--- config.mk ---
export PLATFORM = sky130hd
export DESIGN_NAME = tss_seam_scaler
export DESIGN_NICKNAME = d
export VERILOG_FILES = /design/src/core/tss_divider.v /design/src/core/tss_pixel_dropper.v /design/src/core/tss_seam_scaler.v
export VERILOG_INCLUDE_DIRS = /design/src /design/src/core
export SDC_FILE = /design/constraint.sdc
export NUM_CORES = 1
export LEC_CHECK = 0
export ABC_AREA = 1
export BUFFER_PORTS_ARGS = -buffer_cell sky130_fd_sc_hd__buf_2
export CORE_ASPECT_RATIO = 1.75
export CORE_MARGIN = 5
export CORE_UTILIZATION = 49
export CTS_CLUSTER_DIAMETER = 60
export DETAILED_ROUTE_END_ITERATION = 8
export GPL_ROUTABILITY_DRIVEN = 0
export GPL_TIMING_DRIVEN = 0
export PLACE_DENSITY = 0.67
export REMOVE_ABC_BUFFERS = 1
export SETUP_SLACK_MARGIN = 0.4
export SYNTH_ARGS = -nofsm -noshare
export SYNTH_HDL_FRONTEND = slang
export SYNTH_SLANG_ARGS = --single-unit
export TNS_END_PERCENT = 50
--- constraint.sdc ---
create_clock -name clk_sys_i -period 25.4 [get_ports clk_sys_i]
set_input_delay 1.27 -clock clk_sys_i [delete_from_list [all_inputs] [get_ports clk_sys_i]]
set_output_delay 1.27 -clock clk_sys_i [all_outputs]
set_load 0.01 [all_outputs]
--- src/core/tss_consts.vh ---
`ifndef TSS_CONSTS_VH
`define TSS_CONSTS_VH

// Register word addresses (byte offsets, one 32-bit word each)
`define TSS_ADDR_CTRL 8'h00
`define TSS_ADDR_SRC_SIZE 8'h04
`define TSS_ADDR_SRC_EXCESS 8'h08
`define TSS_ADDR_WIN_SIZE 8'h0C
`define TSS_ADDR_PROG_SCALE 8'h10
`define TSS_ADDR_PHASE 8'h14
`define TSS_ADDR_SEAM_EXCESS 8'h18
`define TSS_ADDR_STATUS 8'h1C
`define TSS_ADDR_ACT_SCALE 8'h20
`define TSS_ADDR_STATS 8'h24

// Control field positions
`define TSS_CTRL_EN_BIT 0
`define TSS_CTRL_PROG_BIT 1
`define TSS_CTRL_START_BIT 2

// Phase register fields: 2.14 phase in low bits, trip bit above it
`define TSS_PHASE_W 16
`define TSS_PHASE_TRIP_BIT 31

// Scale factor format 2.14
`define TSS_SCALE_FRAC 14
`define TSS_SCALE_W 16

// Pixel geometry
`define TSS_SIZE_W 13
`define TSS_PPC 13'h0002
`define TSS_TAPS 7
`define TSS_CENTER_TAP 3

// Reset values
`define TSS_RST_SCALE 16'h4000
`define TSS_RST_SIZE 13'h0000

// Divider steps: quotient bits 16 down to 0
`define TSS_DIV_STEPS 5'h10

`endif

--- src/core/tss_divider.v ---
`timescale 1ns/1ps
`include "tss_consts.vh"

// Sequential restoring divider producing a rounded 2.14 quotient
module tss_divider (
    input wire clk_sys_i,
    input wire rst_i,
    input wire start_i,
    input wire [12:0] num_i,
    input wire [12:0] den_i,
    output reg [15:0] quot_o,
    output reg busy_o,
    output reg done_o
);
    // Numerator scaled by 2^15 for one guard bit used in rounding
    reg [27:0] rem_reg;
    reg [16:0] q_reg;
    reg [4:0] cnt_reg;
    reg [12:0] den_reg;
    reg sat_reg; // Quotient of four or more cannot fit 2.14
    wire [29:0] shifted; // Divisor moved up to the current quotient bit
    wire fits;
    wire [27:0] trial;
    wire [16:0] q_fin;
    wire [16:0] rounded;

    // Wide enough that a large divisor is never cut at the top
    assign shifted = {17'h0_0000, den_reg} << cnt_reg;
    assign fits = ({2'b00, rem_reg} >= shifted);
    // Only used when the divisor fits, so no bits are lost
    assign trial = rem_reg - shifted[27:0];
    // Last step: bit 0 is still in flight, so fold it in here
    assign q_fin = q_reg | {16'h0000, fits};
    // Round half up on the guard bit
    assign rounded = (q_fin >> 1) + {16'h0000, q_fin[0]};

    // Long division, one quotient bit per clock, MSB first
    always @(posedge clk_sys_i or posedge rst_i) begin
        if (rst_i) begin
            rem_reg <= 28'h000_0000;
            q_reg <= 17'h0_0000;
            cnt_reg <= 5'h00;
            den_reg <= 13'h0000;
            sat_reg <= 1'b0;
            quot_o <= `TSS_RST_SCALE;
            busy_o <= 1'b0;
            done_o <= 1'b0;
        end else begin
            done_o <= 1'b0;
            if (start_i && !busy_o) begin
                // Divide by zero leaves the old factor untouched
                if (den_i != 13'h0000) begin
                    rem_reg <= {num_i, 15'h0000};
                    den_reg <= den_i;
                    q_reg <= 17'h0_0000;
                    cnt_reg <= `TSS_DIV_STEPS;
                    sat_reg <= ({2'b00, num_i} >= {den_i, 2'b00});
                    busy_o <= 1'b1;
                end
            end else if (busy_o) begin
                // Quotient bit set when shifted divisor fits
                if (fits) begin
                    rem_reg <= trial;
                    q_reg[cnt_reg] <= 1'b1;
                end
                if (cnt_reg == 5'h00) begin
                    // Result and done pulse leave together, saturated at 2.14 max
                    busy_o <= 1'b0;
                    done_o <= 1'b1;
                    quot_o <= (sat_reg || rounded[16]) ? 16'hFFFF : rounded[15:0];
                end else begin
                    cnt_reg <= cnt_reg - 5'h01;
                end
            end
        end
    end
endmodule // tss_divider

--- src/core/tss_pixel_dropper.v ---
`timescale 1ns/1ps
`include "tss_consts.vh"

// End-of-pipe overlap dropper, works on pixel pairs
module tss_pixel_dropper (
    input wire clk_sys_i,
    input wire rst_i,
    input wire line_start_i,
    input wire pix_valid_i,
    input wire [47:0] pix_data_i,
    input wire seam_right_i,
    input wire [12:0] keep_i,
    input wire [12:0] drop_i,
    output reg pix_valid_o,
    output reg [47:0] pix_data_o,
    output reg [12:0] dropped_o
);
    // Pixel-pair position within the scaler output line
    reg [11:0] grp_reg;
    wire [11:0] drop_grp;
    wire [11:0] keep_grp;
    wire in_drop;

    // Whole groups only; odd low bits of an amount are ignored
    assign drop_grp = drop_i[12:1];
    assign keep_grp = keep_i[12:1];
    // Right pipe drops its leading groups, left pipe its trailing ones
    assign in_drop = seam_right_i ? (grp_reg < drop_grp) : (grp_reg >= keep_grp);

    // Gate groups and count discarded pixels per line
    always @(posedge clk_sys_i or posedge rst_i) begin
        if (rst_i) begin
            grp_reg <= 12'h000;
            pix_valid_o <= 1'b0;
            pix_data_o <= 48'h0000_0000_0000;
            dropped_o <= 13'h0000;
        end else begin
            pix_valid_o <= 1'b0;
            if (line_start_i) begin
                grp_reg <= 12'h000;
                dropped_o <= 13'h0000;
            end else if (pix_valid_i) begin
                grp_reg <= grp_reg + 12'h001;
                if (in_drop) begin
                    dropped_o <= dropped_o + `TSS_PPC;
                end else begin
                    pix_valid_o <= 1'b1;
                    pix_data_o <= pix_data_i;
                end
            end
        end
    end
endmodule // tss_pixel_dropper

--- src/core/tss_seam_scaler.v ---
// The implementer's own choices: the address map and the strobed register port.
`timescale 1ns/1ps
`include "tss_consts.vh"

module tss_seam_scaler (
    input wire clk_sys_i,
    input wire rst_i,
    input wire [7:0] addr_i,
    input wire [31:0] wdata_i,
    input wire wr_i,
    input wire rd_i,
    output reg [31:0] rdata_o,
    input wire line_start_i,
    input wire pix_valid_i,
    input wire [47:0] pix_data_i,
    input wire seam_right_i,
    output wire pix_valid_o,
    output wire [47:0] pix_data_o,
    output reg [28:0] phase_acc_o,
    output reg [15:0] scale_o,
    output wire busy_o
);
    // Software-owned configuration, then the derived factor and line count
    reg enable_reg; // Scaler on
    reg prog_mode_reg; // Use programmed factor
    reg [12:0] src_size_reg; // S
    reg [12:0] src_excess_reg; // Source overlap
    reg [12:0] win_size_reg; // D plus destination overlap
    reg [15:0] programmed_horizontal_scale; // 2.14 target
    reg [15:0] phase_cfg_reg; // 2.14 initial phase
    reg phase_trip_reg; // Initial phase trip bit
    reg [12:0] seam_excess_reg; // Destination overlap to drop
    reg [15:0] derived_scale_reg; // Last hardware factor
    reg [15:0] line_count_reg; // Lines started while enabled
    reg calc_start_reg; // Divider kick

    wire [12:0] dest_size; // D without overlap
    wire [12:0] num_sum;
    wire [15:0] div_quot;
    wire div_busy;
    wire div_done;
    wire [12:0] dropped;
    wire [15:0] active_scale;
    wire [28:0] init_phase;
    wire upscale;

    // Add two sizes, cut back to size width
    function [12:0] tss_add;
        input [12:0] a;
        input [12:0] b;
        reg [13:0] s;
        begin
            s = {1'b0, a} + {1'b0, b};
            tss_add = s[12:0];
        end
    endfunction

    // Does an address match a register word
    function tss_hit;
        input [7:0] a;
        input [7:0] r;
        begin
            tss_hit = (a == r);
        end
    endfunction

    // Destination width excludes overlap that will be dropped
    assign dest_size = win_size_reg - seam_excess_reg;
    // Hardware-derived factor numerator: S plus source overlap
    assign num_sum = tss_add(src_size_reg, src_excess_reg);
    // Output wider than source means upscaling; factor below one
    assign upscale = (win_size_reg > num_sum);
    // Programmed factor wins when its mode bit is set
    assign active_scale = prog_mode_reg ? programmed_horizontal_scale : derived_scale_reg;
    // Without trip, the programmed phase is not applied
    assign init_phase = phase_trip_reg ? {13'h0000, phase_cfg_reg} : 29'h0000_0000;
    assign busy_o = div_busy;

    // Register writes; divider launch on a control write with the start bit set
    always @(posedge clk_sys_i or posedge rst_i) begin
        if (rst_i) begin
            enable_reg <= 1'b0;
            prog_mode_reg <= 1'b0;
            src_size_reg <= `TSS_RST_SIZE;
            src_excess_reg <= `TSS_RST_SIZE;
            win_size_reg <= `TSS_RST_SIZE;
            programmed_horizontal_scale <= `TSS_RST_SCALE;
            phase_cfg_reg <= 16'h0000;
            phase_trip_reg <= 1'b0;
            seam_excess_reg <= `TSS_RST_SIZE;
            calc_start_reg <= 1'b0;
        end else begin
            calc_start_reg <= 1'b0;
            if (wr_i) begin
                if (tss_hit(addr_i, `TSS_ADDR_CTRL)) begin
                    enable_reg <= wdata_i[`TSS_CTRL_EN_BIT];
                    prog_mode_reg <= wdata_i[`TSS_CTRL_PROG_BIT];
                    calc_start_reg <= wdata_i[`TSS_CTRL_START_BIT];
                end
                if (tss_hit(addr_i, `TSS_ADDR_SRC_SIZE)) begin
                    src_size_reg <= wdata_i[12:0];
                end
                if (tss_hit(addr_i, `TSS_ADDR_SRC_EXCESS)) begin
                    src_excess_reg <= wdata_i[12:0];
                end
                if (tss_hit(addr_i, `TSS_ADDR_WIN_SIZE)) begin
                    win_size_reg <= wdata_i[12:0];
                end
                if (tss_hit(addr_i, `TSS_ADDR_PROG_SCALE)) begin
                    programmed_horizontal_scale <= wdata_i[15:0];
                end
                if (tss_hit(addr_i, `TSS_ADDR_PHASE)) begin
                    phase_cfg_reg <= wdata_i[15:0];
                    phase_trip_reg <= wdata_i[`TSS_PHASE_TRIP_BIT];
                end
                if (tss_hit(addr_i, `TSS_ADDR_SEAM_EXCESS)) begin
                    seam_excess_reg <= wdata_i[12:0];
                end
            end
        end
    end

    // Hardware factor (S + overlap) / (D + overlap), rounded 2.14
    tss_divider u_div (
        .clk_sys_i(clk_sys_i),
        .rst_i(rst_i),
        .start_i(calc_start_reg),
        .num_i(num_sum),
        .den_i(win_size_reg),
        .quot_o(div_quot),
        .busy_o(div_busy),
        .done_o(div_done)
    );

    // Capture the divider result as the derived factor
    always @(posedge clk_sys_i or posedge rst_i) begin
        if (rst_i) begin
            derived_scale_reg <= `TSS_RST_SCALE;
        end else if (div_done) begin
            // Only a finished division replaces the factor
            derived_scale_reg <= div_quot;
        end
    end

    // Horizontal phase walk: line begins at centre tap plus initial phase
    always @(posedge clk_sys_i or posedge rst_i) begin
        if (rst_i) begin
            phase_acc_o <= 29'h0000_0000;
            scale_o <= `TSS_RST_SCALE;
            line_count_reg <= 16'h0000;
        end else begin
            scale_o <= active_scale;
            if (line_start_i && enable_reg) begin
                // Source pixel 0 sits in the centre tap; only forward phase
                phase_acc_o <= init_phase;
                line_count_reg <= line_count_reg + 16'h0001;
            end else if (pix_valid_i && enable_reg) begin
                // Two output pixels per clock advance by twice the factor
                phase_acc_o <= phase_acc_o + {12'h000, active_scale, 1'b0};
            end
        end
    end

    // Overlap dropper at the pipe outlet
    tss_pixel_dropper u_drop (
        .clk_sys_i(clk_sys_i),
        .rst_i(rst_i),
        .line_start_i(line_start_i),
        .pix_valid_i(pix_valid_i & enable_reg),
        .pix_data_i(pix_data_i),
        .seam_right_i(seam_right_i),
        .keep_i(dest_size),
        .drop_i(seam_excess_reg),
        .pix_valid_o(pix_valid_o),
        .pix_data_o(pix_data_o),
        .dropped_o(dropped)
    );

    // Read mux, data one cycle after the strobe; unmapped reads zero
    always @(posedge clk_sys_i or posedge rst_i) begin
        if (rst_i) begin
            rdata_o <= 32'h0000_0000;
        end else if (rd_i) begin
            case (addr_i)
                `TSS_ADDR_CTRL: rdata_o <= {30'h0000_0000, prog_mode_reg, enable_reg};
                `TSS_ADDR_SRC_SIZE: rdata_o <= {19'h0_0000, src_size_reg};
                `TSS_ADDR_SRC_EXCESS: rdata_o <= {19'h0_0000, src_excess_reg};
                `TSS_ADDR_WIN_SIZE: rdata_o <= {19'h0_0000, win_size_reg};
                `TSS_ADDR_PROG_SCALE: rdata_o <= {16'h0000, programmed_horizontal_scale};
                `TSS_ADDR_PHASE: rdata_o <= {phase_trip_reg, 15'h0000, phase_cfg_reg};
                `TSS_ADDR_SEAM_EXCESS: rdata_o <= {19'h0_0000, seam_excess_reg};
                // Status: busy, upscale, done never latched
                `TSS_ADDR_STATUS: rdata_o <= {30'h0000_0000, upscale, div_busy};
                `TSS_ADDR_ACT_SCALE: rdata_o <= {16'h0000, active_scale};
                `TSS_ADDR_STATS: rdata_o <= {line_count_reg, 3'h0, dropped};
                default: rdata_o <= 32'h0000_0000;
            endcase
        end
    end
endmodule // tss_seam_scaler

==> impl_metrics.ini <==
[run_status]
status = finished, violations left
violations = DRC

[floorplanning]
die_height_um = 285
die_x_um = 167
start_util_pct = 49.6
core_um2 = 42700
io_pins = 222
dieArea_um2 = 47700
fp-row-count = 100

[logic_synthesis]
synthTopCellsByCount = nand2_1, dfrtp_1, inv_1
syn_inst = 2853
synthTopCellsByArea = dfrtp_1, nand2_1, ha_1
yosys_warnings = 0
synth_edf_count = 0
synth_area_leader_cell = dfrtp_1
synth_top_cell_area_share_pct = 41.1
async_flop_share_pct = 100
ys_types = 53
synthFlopType = dfrtp_1
seq_area_frac_synth_pct = 41.6
yosysMostFrequentCell = nand2_1
postSynthAreaPerCell_um2 = 7.42
synth.ff_latch_count = 352
netlist_area_um2 = 21200

[cells_and_area]
antenna_cells = 0
fill_cells = 4030
final_cell_area_um2 = 24000
top_regs = u_drop.pix_data_o (48), rdata_o (32), phase_acc_o (29)
syn2layout_area_growth_pct = 13.4
layout.nets = 3238
drive_gt1_share_pct = 10.4
final_cells = 3604
fin_util_pct = 56.3
largest_register_ffs = 48
top_register = u_drop.pix_data_o

[cts]
clockRootBuffer = clkbuf_16
hold_buffers = 0
clk_pin_slew_ns = 0.06
cts-resized-gates = 0
cts.path.max_buffers = 3
cts-htree-levels = 2
numClockSinks = 352
cts_setup_buffers = 0
cts_inserted_buffers = 36
cts_tree = done
clock_latency_ns = 0.55

[routing]
drt_iter0_drc = 1316
routedWlPerCell_um = 18.9
vias = 20192
vias_per_cell = 5.60
drt-pass1-iter-count = 9
ant_nets = 0
routed_wl_um = 68000
drc = 3

[timing]
layout_min_cycle_time_ns = 5.99
finalHoldViolCount = 0
finalSetupTns_ns = 0
layout_setup_ws_ns = 19.41
holdWs_ns = 0.469
worst_slew_pin_slew_ns = 1.22
setup_viol = 0
max_freq_mhz = 167
slew_headroom_pct = 18.2
skew_ns = 0.0244
slew_violations = 0
grt_setup_unrepaired = no
period_share_pct = 23.6

[setup_path]
r2r-start = u_div.cnt_reg[3]$_DFFE_PP0P_
worstSetupStartpointType = flop
critPathArrivalTime_ns = 6.46
reg2reg_slack_ns = 19.41
crit_fanout = 11
r2r_cells = 27
path_class = flop to flop
setup.worst_path.end_class = flop
critPathRequiredTime_ns = 25.87
reg2reg_to = u_div.quot_o[11]$_DFFE_PP0P_

[worst_hold_path]
whs_path_depth = 2
holdPathEnd = u_drop.pix_data_o[24]$_DFFE_PP0P_
hold_start = u_drop.pix_data_o[24]$_DFFE_PP0P_
worstHoldPathType = flop to flop

[placed_design]
hpwlAfterDp_um = 52100
place_ws_ns = 19.54
portBuffers = 206
placed_area_um2 = 22700
dp_cells = 3537

[global_routing]
track_usage_pct = 27.9
grt_pass1_wl_um = 107000
first_global_vias = 20460
gr-total-overflow = 0
antenna_found_initial = 2
grt_max_degree = 132

[power_and_ir_drop]
powerDensity_nw_per_um2 = 58.7
p_leak_nw = 12.9
fin_total_pwr_mw = 1.41
ir_worst_vdd_mv = 0.0584

[flow_run]
cap_violations = 0
-- final cells by class --
class	count	area (µm²)	area share, %
Clock buffer	44	992	4.13
Clock inverter	21	289	1.20
Inverter	304	1150	4.78
Multi-Input combinational cell	2107	10800	45.2
Sequential cell	352	8810	36.7
Tap cell	561	702	2.92
Timing Repair Buffer	215	1220	5.08
-- critical path, cell delays in order (launching register included) --
cell,delay [ns]
dfrtp_1,0.56
inv_1,0.22
nor2_1,0.23
clkinv_1,0.30
nor2_1,0.47
inv_1,0.22
o22ai_1,0.20
inv_1,0.09
ha_1,0.39
nand2_1,0.20
nor2_1,0.19
nand2_1,0.09
nor3_1,0.13
nand2_1,0.10
nand3_1,0.21
nand3_1,0.17
nand3_1,0.14
ha_1,0.19
ha_1,0.20
nand3_1,0.13
nor2_1,0.16
nand3b_1,0.14
nor2_1,0.18
nand3_1,0.22
o211ai_4,0.35
inv_2,0.16
o21ai_0,0.14
o21a_1,0.16
-- cell usage in the layout (no fill, tap or decap), types with 3 or more instances in the layout --
cell type   synthesis  layout
nor2_1            181     178
bufinv_16           0       6
nor2_2              1       3
buf_16              0       4
clkinv_1            4       6
clkbuf_1           57       3
clkinv_2            0       8
inv_1             297     294
xor2_1             44      44
nand3_1           203     203
o22a_1              4       4
dfstp_2             4       4
o22ai_1            20      20
ha_1              123     123
nor3_1             36      34
clkbuf_8            0       4
a21oi_1           162     162
clkbuf_16           0      37
a2bb2oi_1           6       6
clkinvlp_4          0       3
xnor2_1            16      16
nand3b_1            6       6
fa_1                4       4
o21ai_0           258     258
a21o_1              8       8
dfrtp_1           348     348
nand2_4             3       3
buf_2              13     206
o21bai_1            6       6
nor3_2              1       3
inv_2               3       3
a221oi_1           15      15
o21a_1             13      13
nand2_1           894     893
nand4_1            42      42
o211ai_1            4       4
a31oi_1            12      12
or2_2              15      15
nor4_1              8       8
-- report_power, final --
part / leakage [nW] / total (mW) / internal, mW / switching [mW]
Clock: 0.627 / 0.582 / 0.343 / 0.239
Combinational: 7.57 / 0.202 / 0.0710 / 0.131
Sequential: 4.74 / 0.625 / 0.593 / 0.0330
Total: 12.9 / 1.41 / 1.01 / 0.403
-- cells by family (layout without fill, tap and decap cells) --
kind of cell | after synthesis | after routing | synth area share [%]
DFF | 352 | 352 | 41.6
AOI/OAI and AO/OA | 523 | 523 | 13.7
buffers and inverters | 394 | 584 | 7.29
muxes | 2 | 2 | 0.106
adders and majority gates | 127 | 127 | 7.64
and+or+nand+nor | 1395 | 1395 | 27.2
xor gates and xnor gates | 60 | 60 | 2.48
-- worst max path at each step --
| stage | to | from | slack [ns] | cells past startpoint |
|---|---|---|---|---|
| 6_report | u_div.quot_o[11]$_DFFE_PP0P_ | u_div.cnt_reg[3]$_DFFE_PP0P_ | 19.41 | 27 |
| 5_1_grt | u_div.quot_o[11]$_DFFE_PP0P_ | u_div.cnt_reg[1]$_DFFE_PP0P_ | 18.81 | 22 |
| 4_1_cts | u_div.quot_o[11]$_DFFE_PP0P_ | u_div.cnt_reg[1]$_DFFE_PP0P_ | 19.51 | 22 |
| 3_5_place_dp | u_div.quot_o[11]$_DFFE_PP0P_ | u_div.cnt_reg[1]$_DFFE_PP0P_ | 19.54 | 22 |
| 3_3_place_gp | win_size_reg[12]$_DFFE_PP0P_ | rst_i | 10.59 | 2 |
| 2_1_floorplan | calc_start_reg$_DFF_PP0_ | rst_i | 14.37 | 1 |
-- metal layers --
layer	vias to the layer above	global-route usage (%)	share of wire, %
met1	9369	29.4	35
met3	274	4.31	5.7
met5	-	0	0.028
met2	836	49.8	50
met4	4	20.8	8.6
li1	9709	-	-
Note: power is estimated with default switching activity, not from simulation.
